[config.mk]
export PLATFORM = sky130hd
export DESIGN_NAME = pivc_top
export DESIGN_NICKNAME = d
export VERILOG_FILES = /design/src/design/pivc_pkg.sv /design/src/design/pivc_divider.sv /design/src/design/pivc_prio_enc.sv /design/src/design/pivc_top.sv
export VERILOG_INCLUDE_DIRS = /design/src /design/src/design
export SDC_FILE = /design/constraint.sdc
export NUM_CORES = 1
export LEC_CHECK = 0
export BUFFER_PORTS_ARGS = -buffer_cell sky130_fd_sc_hd__buf_2
export CAP_MARGIN = 20
export CORE_MARGIN = 5
export CORE_UTILIZATION = 40
export DETAILED_ROUTE_END_ITERATION = 10
export GPL_ROUTABILITY_DRIVEN = 0
export GPL_TIMING_DRIVEN = 0
export SYNTH_ARGS = -nofsm -noshare
export SYNTH_HDL_FRONTEND = slang
export SYNTH_SLANG_ARGS = --single-unit
[constraint.sdc]
create_clock -name clk_in -period 4 [get_ports clk_in]
set_input_delay 1.2 -clock clk_in [delete_from_list [all_inputs] [get_ports clk_in]]
set_output_delay 1.2 -clock clk_in [all_outputs]
set_load 0.03 [all_outputs]
[src/design/pivc_defines.svh]
// Constants of the periodic interrupt and vector controller.
// Assumes nothing; included by the package and the design modules.
`ifndef PIVC_DEFINES_SVH
`define PIVC_DEFINES_SVH

`define PIVC_CLK_HZ        10000000
`define PIVC_SLOW_HZ       32768
`define PIVC_SLOW_DIV      (`PIVC_CLK_HZ / `PIVC_SLOW_HZ)
`define PIVC_CHAIN_W       14
`define PIVC_NSRC          8
`define PIVC_PC_W          16
`define PIVC_STACK_DEPTH   4
`define PIVC_SP_W          3

`define PIVC_IDX_FLAG      8'h0D
`define PIVC_IDX_ROUTE     8'h0E
`define PIVC_IDX_RATE      8'h0F
`define PIVC_IDX_MASK      8'h10

`define PIVC_RATE_RST      8'h43
`define PIVC_ROUTE_RST     8'h00
`define PIVC_MASK_RST      8'h00
`define PIVC_FT_LSB        0
`define PIVC_ST_LSB        3
`define PIVC_EXT_EDGE_BIT  6
`define PIVC_FT_TAPS       32'h0123_468A
`define PIVC_ST_TAP_TOP    4'hD

`define PIVC_VEC_BASE      16'h07E0
`define PIVC_SRC_T2        0
`define PIVC_SRC_FT        3
`define PIVC_SRC_EXT       5

`endif

[src/design/pivc_pkg.sv]
// Types shared by the periodic interrupt and vector controller.
// Assumes pivc_defines.svh on the include path.
`include "pivc_defines.svh"
`default_nettype none
package pivc_pkg;
	typedef enum logic [1:0] {
		PIVC_IDLE  = 2'b01,
		PIVC_SERVE = 2'b10
	} pivc_state_t;

	typedef struct packed {
		logic       valid;
		logic [2:0] idx;
	} pivc_pick_t;

	typedef struct packed {
		pivc_state_t                                      st;
		logic [7:0]                                       cfg;
		logic [7:0]                                       flags;
		logic [7:0]                                       route;
		logic [7:0]                                       mask;
		logic                                             ext_s1;
		logic                                             ext_s2;
		logic                                             ext_prev;
		logic                                             ft_prev;
		logic                                             st_prev;
		logic                                             nmi_pend;
		logic [2:0]                                       nmi_idx;
		logic                                             irq_line;
		logic [`PIVC_SP_W-1:0]                            sp;
		logic [`PIVC_STACK_DEPTH-1:0][`PIVC_PC_W-1:0]     call_stack;
		logic [`PIVC_PC_W-1:0]                            vec;
		logic                                             vec_v;
		logic [`PIVC_PC_W-1:0]                            res_pc;
		logic                                             res_v;
		logic [31:0]                                      prdata;
		logic                                             pready;
		logic                                             pslverr;
	} pivc_regs_t;

	typedef struct packed {
		logic [15:0]               cnt;
		logic [`PIVC_CHAIN_W-1:0]  chain;
	} pivc_div_t;
endpackage
`default_nettype wire

[src/design/pivc_divider.sv]
// Slow-clock divider chain: a tick every DIV clocks advances the chain.
// Assumes one clock; free-running from reset.
`include "pivc_defines.svh"
`default_nettype none
module pivc_divider #(
	parameter int unsigned DIV = `PIVC_SLOW_DIV
) (
	input  wire logic                      clk_in,
	input  wire logic                      rst_n_in,
	output logic [`PIVC_CHAIN_W-1:0]       chain_out
);
	pivc_pkg::pivc_div_t r;
	pivc_pkg::pivc_div_t s;

	always_comb begin
		s = r;
		if (r.cnt == 16'(DIV - 1)) begin
			s.cnt   = 16'h0000;
			s.chain = r.chain + 1'b1;
		end else begin
			s.cnt = r.cnt + 1'b1;
		end
	end

	always_ff @(posedge clk_in or negedge rst_n_in) begin
		if (!rst_n_in) begin
			r <= '0;
		end else begin
			r <= s;
		end
	end

	assign chain_out = r.chain;
endmodule
`default_nettype wire

[src/design/pivc_prio_enc.sv]
// Fixed priority picker: bit 0 wins, highest bit loses.
// Purely combinational.
`include "pivc_defines.svh"
`default_nettype none
module pivc_prio_enc (
	input  wire logic [`PIVC_NSRC-1:0] req_in,
	output pivc_pkg::pivc_pick_t       pick_out
);
	always_comb begin
		pick_out = '0;
		for (int i = `PIVC_NSRC - 1; i >= 0; i--) begin
			if (req_in[i]) begin
				pick_out.valid = 1'b1;
				pick_out.idx   = 3'(i);
			end
		end
	end
endmodule
`default_nettype wire

[src/design/pivc_top.sv]
// Periodic interrupt rates, pin edge select, flags, routing and vectoring.
// Assumes an APB master on clk_in and a core that acks and returns.
// Overview of operation
// - Rate field bits 2..0 pick fast tap: 010=6,011=4,100=3,101=2,110=1,111=0.
// - Fast field code 000 picks tap 10, code 001 picks tap 8.
// - Fast field resets to code 011, tap 4.
// - Slow field bits 5..3: codes 000..111 pick taps 13 down to 6.
// - Slow field resets to code 000, tap 13.
// - Bit 6 picks pin edge: one rising, zero falling; resets rising.
// - On accept, push program counter, then hand out the source vector.
// - Vectors two bytes apart from 7E0 for source 0 to 7EE.
// - Fixed priority: source 0 highest, source 7 lowest.
// - IRQ is level sensed; a held request is served after the handler.
// - Several pending IRQ requests: highest priority served first.
// - NMI is edge sensed; only highest simultaneous edge kept.
// - On return, pop saved program counter and resume.
// - Per-source route bit: one NMI, zero IRQ; resets to IRQ.
// - Flags read back; writing zero to a bit clears it.
//
// The APB interface to the registers was left to the implementer.
`include "pivc_defines.svh"
`default_nettype none
module pivc_top #(
	parameter int unsigned SLOW_DIV = `PIVC_SLOW_DIV
) (
	input  wire logic                   clk_in,
	input  wire logic                   rst_n_in,
	input  wire logic                   psel_in,
	input  wire logic                   penable_in,
	input  wire logic                   pwrite_in,
	input  wire logic [11:0]            paddr_in,
	input  wire logic [31:0]            pwdata_in,
	output logic [31:0]                 prdata_out,
	output logic                        pready_out,
	output logic                        pslverr_out,
	input  wire logic                   timer2_event_in,
	input  wire logic                   timer1_event_in,
	input  wire logic                   timer0_event_in,
	input  wire logic                   adc_event_in,
	input  wire logic                   key_scan_interrupt_in,
	input  wire logic                   pin_edge_interrupt_in,
	input  wire logic                   core_ack_in,
	input  wire logic [`PIVC_PC_W-1:0]  core_pc_in,
	input  wire logic                   core_rti_in,
	output logic                        irq_out,
	output logic                        nmi_out,
	output logic [`PIVC_PC_W-1:0]       vector_out,
	output logic                        vector_valid_out,
	output logic [`PIVC_PC_W-1:0]       resume_pc_out,
	output logic                        resume_valid_out
);
	// Nibble n holds the tap number for fast code n; a literal cannot be sliced
	localparam logic [31:0] FT_TAPS = `PIVC_FT_TAPS;

	pivc_pkg::pivc_regs_t r;
	pivc_pkg::pivc_regs_t s;

	logic [`PIVC_CHAIN_W-1:0] chain;
	logic [`PIVC_NSRC-1:0]    irq_req;
	logic [`PIVC_NSRC-1:0]    nmi_new;
	logic [`PIVC_NSRC-1:0]    set_ev;
	pivc_pkg::pivc_pick_t     irq_pick;
	pivc_pkg::pivc_pick_t     nmi_pick;
	logic [3:0]               ft_sel;
	logic [3:0]               st_sel;
	logic                     ft_tap;
	logic                     st_tap;
	logic                     ext_ev;
	logic                     acc;
	logic                     done;
	logic                     hit;
	logic [7:0]               idx;
	logic                     take;

	pivc_divider #(
		.DIV       (SLOW_DIV)
	) u_div (
		.clk_in    (clk_in),
		.rst_n_in  (rst_n_in),
		.chain_out (chain)
	);

	pivc_prio_enc u_irq_pick (
		.req_in    (irq_req),
		.pick_out  (irq_pick)
	);

	pivc_prio_enc u_nmi_pick (
		.req_in    (nmi_new),
		.pick_out  (nmi_pick)
	);

	// Tap numbers from the rate fields
	always_comb begin
		ft_sel = FT_TAPS[{r.cfg[`PIVC_FT_LSB +: 3], 2'b00} +: 4];
		st_sel = `PIVC_ST_TAP_TOP - {1'b0, r.cfg[`PIVC_ST_LSB +: 3]};
		ft_tap = chain[ft_sel];
		st_tap = chain[st_sel];
	end

	// Source events; periodic ones fire on the falling edge of the tap
	always_comb begin
		ext_ev = r.cfg[`PIVC_EXT_EDGE_BIT] ? (r.ext_s2 & ~r.ext_prev) : (~r.ext_s2 & r.ext_prev);
		set_ev = {key_scan_interrupt_in, adc_event_in, ext_ev,
			r.st_prev & ~st_tap, r.ft_prev & ~ft_tap,
			timer0_event_in, timer1_event_in, timer2_event_in};
		nmi_new = set_ev & ~r.flags & r.route;
		irq_req = r.flags & ~r.route & r.mask;
	end

	// APB decode; one wait state so every answer comes from a flop
	always_comb begin
		acc  = psel_in & penable_in;
		done = acc & r.pready;
		idx  = paddr_in[9:2];
		hit  = (paddr_in[11:10] == 2'b00) && (paddr_in[1:0] == 2'b00) &&
			((idx == `PIVC_IDX_FLAG) || (idx == `PIVC_IDX_ROUTE) ||
			(idx == `PIVC_IDX_RATE) || (idx == `PIVC_IDX_MASK));
		take = core_ack_in && (r.sp < `PIVC_SP_W'(`PIVC_STACK_DEPTH)) && (r.nmi_pend || (r.irq_line && irq_pick.valid));
	end

	always_comb begin
		s       = r;
		s.vec_v = 1'b0;
		s.res_v = 1'b0;

		// Pin crosses in by two flops before the edge detector looks at it
		s.ext_s1   = pin_edge_interrupt_in;
		s.ext_s2   = r.ext_s1;
		s.ext_prev = r.ext_s2;
		s.ft_prev  = ft_tap;
		s.st_prev  = st_tap;

		s.pready  = acc & ~r.pready;
		s.pslverr = acc & ~r.pready & ~hit;
		if (acc && !r.pready) begin
			unique case (idx)
				`PIVC_IDX_FLAG:  s.prdata = {24'h00_0000, r.flags};
				`PIVC_IDX_ROUTE: s.prdata = {24'h00_0000, r.route};
				`PIVC_IDX_RATE:  s.prdata = {24'h00_0000, r.cfg};
				`PIVC_IDX_MASK:  s.prdata = {24'h00_0000, r.mask};
				default:         s.prdata = 32'h0000_0000;
			endcase
		end

		// Flag clear by writing zero; a same-cycle event still sets
		if (done && pwrite_in && hit && (idx == `PIVC_IDX_FLAG)) begin
			s.flags = r.flags & pwdata_in[7:0];
		end
		s.flags = s.flags | set_ev;
		if (done && pwrite_in && hit) begin
			if (idx == `PIVC_IDX_ROUTE) begin
				s.route = pwdata_in[7:0];
			end
			if (idx == `PIVC_IDX_RATE) begin
				s.cfg = pwdata_in[7:0];
			end
			if (idx == `PIVC_IDX_MASK) begin
				s.mask = pwdata_in[7:0];
			end
		end

		// Accept: push the interrupted address, then hand out the vector
		if (take) begin
			s.call_stack[r.sp[`PIVC_SP_W-2:0]] = core_pc_in;
			s.sp    = r.sp + 1'b1;
			s.st    = pivc_pkg::PIVC_SERVE;
			s.vec_v = 1'b1;
			if (r.nmi_pend) begin
				s.vec      = `PIVC_VEC_BASE + {12'h000, r.nmi_idx, 1'b0};
				s.nmi_pend = 1'b0;
			end else begin
				s.vec = `PIVC_VEC_BASE + {12'h000, irq_pick.idx, 1'b0};
			end
		end else if (core_rti_in && (r.sp != '0)) begin
			s.res_pc = r.call_stack[3'(r.sp - 1'b1)];
			s.res_v  = 1'b1;
			s.sp     = r.sp - 1'b1;
			if (r.sp == `PIVC_SP_W'(1)) begin
				s.st = pivc_pkg::PIVC_IDLE;
			end
		end

		// Only one simultaneous edge is kept; later ones wait for none
		if (!s.nmi_pend && nmi_pick.valid) begin
			s.nmi_pend = 1'b1;
			s.nmi_idx  = nmi_pick.idx;
		end

		// Level request held off while a handler runs
		s.irq_line = irq_pick.valid && (s.st == pivc_pkg::PIVC_IDLE) && !take;
	end

	always_ff @(posedge clk_in or negedge rst_n_in) begin
		if (!rst_n_in) begin
			r       <= '0;
			r.st    <= pivc_pkg::PIVC_IDLE;
			r.cfg   <= `PIVC_RATE_RST;
			r.route <= `PIVC_ROUTE_RST;
			r.mask  <= `PIVC_MASK_RST;
		end else begin
			r <= s;
		end
	end

	assign prdata_out       = r.prdata;
	assign pready_out       = r.pready;
	assign pslverr_out      = r.pslverr;
	assign irq_out          = r.irq_line;
	assign nmi_out          = r.nmi_pend;
	assign vector_out       = r.vec;
	assign vector_valid_out = r.vec_v;
	assign resume_pc_out    = r.res_pc;
	assign resume_valid_out = r.res_v;
endmodule
`default_nettype wire

==> results of run 1 <==
-- cells by family (layout without fill, tap and decap cells) --
logic type	count (synthesis)	in the layout	share of synthesized area [%]
mux	133	133	20.6
xor+xnor	27	27	2.84
other cells	1	31	0.0450
buf+inv	95	215	7.41
flops	173	173	52.0
compound gates	69	69	5.78
fa+ha+maj	9	9	1.35
simple gates	146	146	9.89
-- area by class of cell --
class / instances / area, um^2
multi-input cells: 415 / 3490
clock inverters: 12 / 170
clock buffers: 20 / 457
well taps: 270 / 338
flip-flops and latches: 173 / 4330
plain buffers: 80 / 561
fillers: 1852 / 10500
inverters: 14 / 52.6
repair buffers: 89 / 480
-- sequential cells by signal, summed over array words and instances (netlist names), 4 cells and up --
register	flops
vector_out	4
r	109
u_div.r	16
u_div.chain_out	14
prdata_out	8
resume_pc_out	16
-- synth_stat cells (all sizes together) (2+ instances only) --
cell,number
a31oi,3
buf,74
o21a,2
nand2,45
mux4,20
and2,2
ha,9
and3b,2
dfrtp,169
nor2,23
mux2,107
mux2i,6
nor4,4
a22o,8
or2,3
dfstp,4
and4b,2
clkbuf,7
nor2b,2
nor3,3
inv,14
or4,3
or3,2
o41ai,2
a21o,2
xor2,4
nand2b,6
a21oi,12
nand4b,3
a221oi,10
o21ai,25
nand3b,11
and3,9
xnor2,23
nand4,7
nand3,14
-- power breakdown --
group          switching, mW  internal, mW  total, mW  leakage [nW]
registers             0.0854          1.92       2.01          2.27
clock network          0.711          1.04       1.75         0.310
logic                  0.537         0.476       1.01          2.31
total                   1.33          3.43       4.77          4.89
-- per-layer routing --
| metal | track usage [%] | routed length [um] | vias to the layer above | share of wire, % |
|---|---|---|---|---|
| met5 | 0 | 7 | - | 0.040 |
| met4 | 4.54 | 213 | 2 | 1.2 |
| met3 | 3.49 | 742 | 15 | 4.3 |
| met2 | 26.5 | 8910 | 103 | 51 |
| met1 | 18.7 | 7550 | 2718 | 43 |
| li1 | - | - | 2518 | - |
-- stage by stage --
step / instances / TNS [ns] / setup slack, ns / hold WS, ns
2_1_floorplan: 683 / 0 / 1.03 / 0.331
3_3_place_gp: 1040 / -145.33 / -0.879 / 0.344
3_5_place_dp: 1042 / 0 / 0.0768 / 0.336
4_1_cts: 1074 / 0 / 0.0514 / 0.365
5_1_grt: 1073 / 0 / 0.327 / 0.370
6_report: 1073 / 0 / 0.678 / 0.364
-- how the worst min path moves through the flow --
stage | startpoint | end | slack [ns] | depth (start not counted)
floorplan | r[144] | r[143] | 0.33 | 0
global placement | r[144] | r[143] | 0.34 | 0
detailed placement | r[144] | r[143] | 0.34 | 0
CTS | r[144] | r[143] | 0.36 | 0
global route | r[144] | r[143] | 0.37 | 0
finish | r[144] | r[143] | 0.36 | 0
-- worst reg2reg max path, delay by kind of cell, from the launching register on --
kind,cells,cell delay [ns]
muxes,2,0.68
adders and majority gates,1,0.33
buffers and inverters,4,1.83
DFF,1,0.37
==> flow_summary.toml, run 1 <==
[run_status]
status = "finished clean"

[setup_path]
crit_start = "r[132]"
critPathBufInv = 4
crit_chain = "buf_2 -> inv_1 -> ha_1 -> buf_1 -> clkbuf_1 -> mux4_2 -> mux2_2"
cp_slowest_cell = "clkbuf_1"
r2r_slack_ns = 0.68
crit_family = "buffers and inverters"
critPathMaxFanout = 18
critPathMaxStageDelay_ns = 0.57
crit_path_end_kind = "flip-flop"
r2r_cells = 7
endpoint = "resume_pc_out[12]"
worstSetupPathType = "reg2reg"
worst-path-stages = 7
timing.rr.end = "resume_pc_out[12]"
critPathArrivalTime_ns = 3.63
worstPathRequired_ns = 4.31
rr_startpoint = "r[132]"
startpoint_type = "flip-flop"

[pwr]
powerDensity_nw_per_um2 = 482
leakagePower_nw = 4.89
ir_worst_vdd_mv = 0.273
p_total_mw = 4.77

[floorplanning]
die_w_um = 154
dieArea_um2 = 23800
row_count = 52
die_height_um = 154
io_pins = 143
core_um2 = 20400
start_util_pct = 40.9

[sta]
finalClockSkew_ns = 0.0162
fmax_mhz = 301
setup_viol = 0
finalCriticalPeriod_ns = 3.32
fin_crit_sh_pct = 83.1
max_slew_margin_pct = 54.6
rsz0062_at_grt = "false"
hold_viol = 0
drv_slew = 0
tightest_slew_ns = 0.678

[cells_and_area]
antenna_cells = 0
final_util_pct = 48.5
finalNetCount = 872
layout_common_cells = "169 x dfrtp_1, 106 x mux2_2, 92 x buf_2, 66 x buf_4, 40 x nand2_1"
drive_above_1_share_pct = 43.0
area_growth_pct = 18.7
layout_commonest_cell = "dfrtp_1"
final_area_um2 = 9880

[yosys]
synth_cell_types = 63
synth.area.top_cells = "dfrtp_1 51%, mux2_2 14%, buf_4 5.9%"
yosysTopAreaCell = "dfrtp_1"
synth_edf_count = 0
ys_warn_count = 0
ys_seq_elements = 173
synth_top_area_share_pct = 50.8
netlist_area_um2 = 8330
synth_seq_area_share_pct = 52.0
avgSynthCellArea_um2 = 12.8
async_reset_ff_share_pct = 100
netlist_instances = 653
synth_top_flop_cell = "dfrtp_1"

[hold_path]
hp-class = "reg2reg"

[clocking]
numCtsBuffers = 17
cts_buffer_depth = 2
cts_tree = "built"
post-cts-setup-buffer-count = 0
cts_sinks = 173
clockRootBuffer = "clkbuf_16"
htreeDepth = 4
clk_pin_slew_ns = 0.07
cts_resized = 0
clk_latency_ns = 0.43
cts_hold_buf = 0

[routing]
vias_per_cell = 4.99
first_iter_violations = 318
drtPass1Iterations = 4
wl_per_cell_um = 16.2
vias = 5356
drt-total-wl_mm = 17.4
drc = 0
detail-route-antenna-nets = 0

[global_routing]
grt_pass1_wl_mm = 29.3
antenna_found_initial = 1
grt_usage_pct = 15.1
grt_max_degree = 114
grt-ovfl-total = 0
grt_pass1_vias = 5811

[placed_design]
port_buffers = 87
placedInstanceArea_um2 = 9260
dp_hpwl_mm = 12.4

[run]
drv_cap = 0
(Power assumes the default switching activity.)
==> inputs of run 2 (changes only) <==
- ABC_AREA: unset -> 1
- clock period: 4 -> 3.1 ns (I/O delays scaled with it)
==> flow_summary.toml, run 2 <==
[run_status]
status = "finished clean"

[setup_path]
critPathMaxFanout = 17
worstPathRequired_ns = 3.48
worstSetupPathType = "reg2reg"
crit_chain = "inv_1 -> clkbuf_2 -> ha_1 -> inv_1 -> o21ai_0 -> o22ai_1 -> nand2_1 -> nand2_1"
startpoint_type = "flip-flop"
critPathMaxStageDelay_ns = 0.52
cp_slowest_cell = "dfrtp_1"
crit_path_end_kind = "flip-flop"
critPathArrivalTime_ns = 3.05

[sta]
hold_viol = 0
setup_viol = 0
fmax_mhz = 375
drv_slew = 0
tightest_slew_ns = 0.620
finalCriticalPeriod_ns = 2.67
finalClockSkew_ns = 0.0107
fin_crit_sh_pct = 86.0
max_slew_margin_pct = 58.7
rsz0062_at_grt = "false"

[floorplanning]
die_w_um = 156
start_util_pct = 40.7
io_pins = 143
die_height_um = 156
core_um2 = 21000
row_count = 53
dieArea_um2 = 24400

[cells_and_area]
finalNetCount = 1237
antenna_cells = 0
layout_common_cells = "254 x nand2_1, 169 x dfrtp_1, 137 x o21ai_0, 108 x inv_1, 102 x buf_2"
largest_register_ffs = 109
area_growth_pct = 17.8
largest_register = "r"
drive_above_1_share_pct = 20.6
layout_commonest_cell = "nand2_1"
final_util_pct = 47.9

[routing]
wl_per_cell_um = 14.3
drc = 0
first_iter_violations = 458
detail-route-antenna-nets = 0
vias_per_cell = 4.77
drtPass1Iterations = 5
drt-total-wl_mm = 20.6
vias = 6887

[clocking]
post-cts-setup-buffer-count = 0
numCtsBuffers = 17
cts_buffer_depth = 2
cts_tree = "built"
clockRootBuffer = "clkbuf_16"
htreeDepth = 4
clk_latency_ns = 0.44
clk_pin_slew_ns = 0.07
cts_sinks = 173

[yosys]
synth_top_flop_cell = "dfrtp_1"
synth_seq_area_share_pct = 50.7
synth.area.top_cells = "dfrtp_1 49%, nand2_1 11%, o21ai_0 8.0%"
synth_cell_types = 46
synth_edf_count = 0
ys_warn_count = 0
synthSimpleGateAreaFrac_pct = 20.7
synth_top_area_share_pct = 49.5
yosysTopAreaCell = "dfrtp_1"
synth_top_family_by_area = "simple AND/OR/NAND/NOR gates"
ys_seq_elements = 173
ys_top_cells_by_count = "254 x nand2_1, 169 x dfrtp_1, 137 x o21ai_0"
async_reset_ff_share_pct = 100
netlist_area_um2 = 8550
netlist_instances = 1019
yosysMostFrequentCell = "nand2_1"
avgSynthCellArea_um2 = 8.39
synth_compound_area_share_pct = 12.8
synth_xor_area_share_pct = 2.05
synthAdderAreaFrac_pct = 1.32
synth.area.mux_share_pct = 0

[pwr]
ir_worst_vdd_mv = 0.439
clkPwrFrac_pct = 28.9
power_frac_seq_pct = 40.7
p_int_mw = 4.75
p_switching_mw = 2.72
switching_share_pct = 36.4
leakagePower_nw = 5.22
comb_power_share_pct = 30.4
p_total_mw = 7.47
powerDensity_nw_per_um2 = 743

[hold_path]
hp-class = "reg2reg"

[global_routing]
antenna_found_initial = 0
grt_pass1_wl_mm = 34.6
grt_usage_pct = 17.7
grt_max_degree = 94
grt_pass1_vias = 6858
grt-ovfl-total = 0

[run]
drv_cap = 0

[placed_design]
port_buffers = 87
dp_hpwl_mm = 14.6
-- run 2: changes by cell type after synthesis, moves of 12 or more --
cell     previous run  this run
mux4_2             19         0
nand2_1            40       254
xnor2_1            23         4
nand3_1            14        41
nor2_1             21        64
mux2_2            106         0
nor3_1              3        18
o21ai_0            25       137
o22ai_1             1        18
xor2_1              4        16
inv_1              14       108
-- run 2: path summary, 6_finish.rpt --
check	start	end	slack (ns)	cells past startpoint
max	r[132]	resume_pc_out[11]	0.43	8
min	r[144]	r[143]	0.36	0
max reg2reg	r[132]	resume_pc_out[11]	0.43	8
min reg2reg	r[144]	r[143]	0.36	0
max in group asynchronous	rst_n_in	r[170]	1.71	2
min in group asynchronous	rst_n_in	prdata_out[0]	0.48	1
-- run 2: cells by family (layout without fill, tap and decap cells) --
| kind of cell | after synthesis | in the layout |
|---|---|---|
| other | 1 | 31 |
| XOR/XNOR | 20 | 20 |
| AO/OA/AOI/OAI | 198 | 198 |
| AND/OR/NAND/NOR | 409 | 409 |
| buffers and inverters | 209 | 328 |
| adder cells (fa/ha/maj) | 9 | 9 |
| flip-flops | 173 | 173 |
-- run 2: metal layers --
layer	track usage [%]	vias to the layer above	wire, um	part of all wire, %
met5	0	-	0	0
met3	3.63	25	1090	5.3
met2	27.1	148	9200	45
met4	5.12	0	301	1.5
li1	-	3478	-	-
met1	25.5	3236	10000	49
-- run 2: repair_timing --
action,in CTS,in global routing
hold buffers,0,0
resized for setup,0,2
endpoints found under the setup margin,0,9
-- run 2: layout make-up --
class                           instances  area (um^2)
Fill cell                            2081        11000
Sequential cell                       173         4330
Multi-Input combinational cell        667         3260
Buffer                                 94          633
Timing Repair Buffer                   88          473
Inverter                              114          428
Clock buffer                           17          425
Tap cell                              275          344
Clock inverter                         15          165
-- run 2: critical path, delay by kind of cell (launching register included) --
family | cells | cell delay [ns]
buffers and inverters | 3 | 0.93
DFF | 1 | 0.52
adders and majority gates | 1 | 0.51
AOI/OAI and AO/OA | 2 | 0.49
and+or+nand+nor | 2 | 0.15
-- run 2: through the flow --
| stage | std cells | instance area, um^2 | worst slack, ns | hold WS, ns | setup TNS (ns) |
|---|---|---|---|---|---|
| floorplan | 1049 | 8660 | 0.772 | 0.331 | 0 |
| global placement | 1411 | 9440 | -1.74 | 0.337 | -293.85 |
| detailed placement | 1412 | 9480 | 0.0657 | 0.340 | 0 |
| CTS | 1444 | 10100 | 0.0353 | 0.358 | 0 |
| global route | 1443 | 10100 | 0.147 | 0.372 | 0 |
| finish | 1443 | 10100 | 0.433 | 0.356 | 0 |
-- run 2: power groups by stage --
stage / sequential [mW] / combinational, mW / clock [mW]
after floorplan: 3.02 / 1.64 / 0
after global placement: 3.07 / 2.25 / 0
after detailed placement: 3.08 / 2.27 / 0
after CTS: 3.04 / 2.29 / 2.21
after global routing: 3.11 / 2.55 / 2.29
final: 3.04 / 2.27 / 2.16
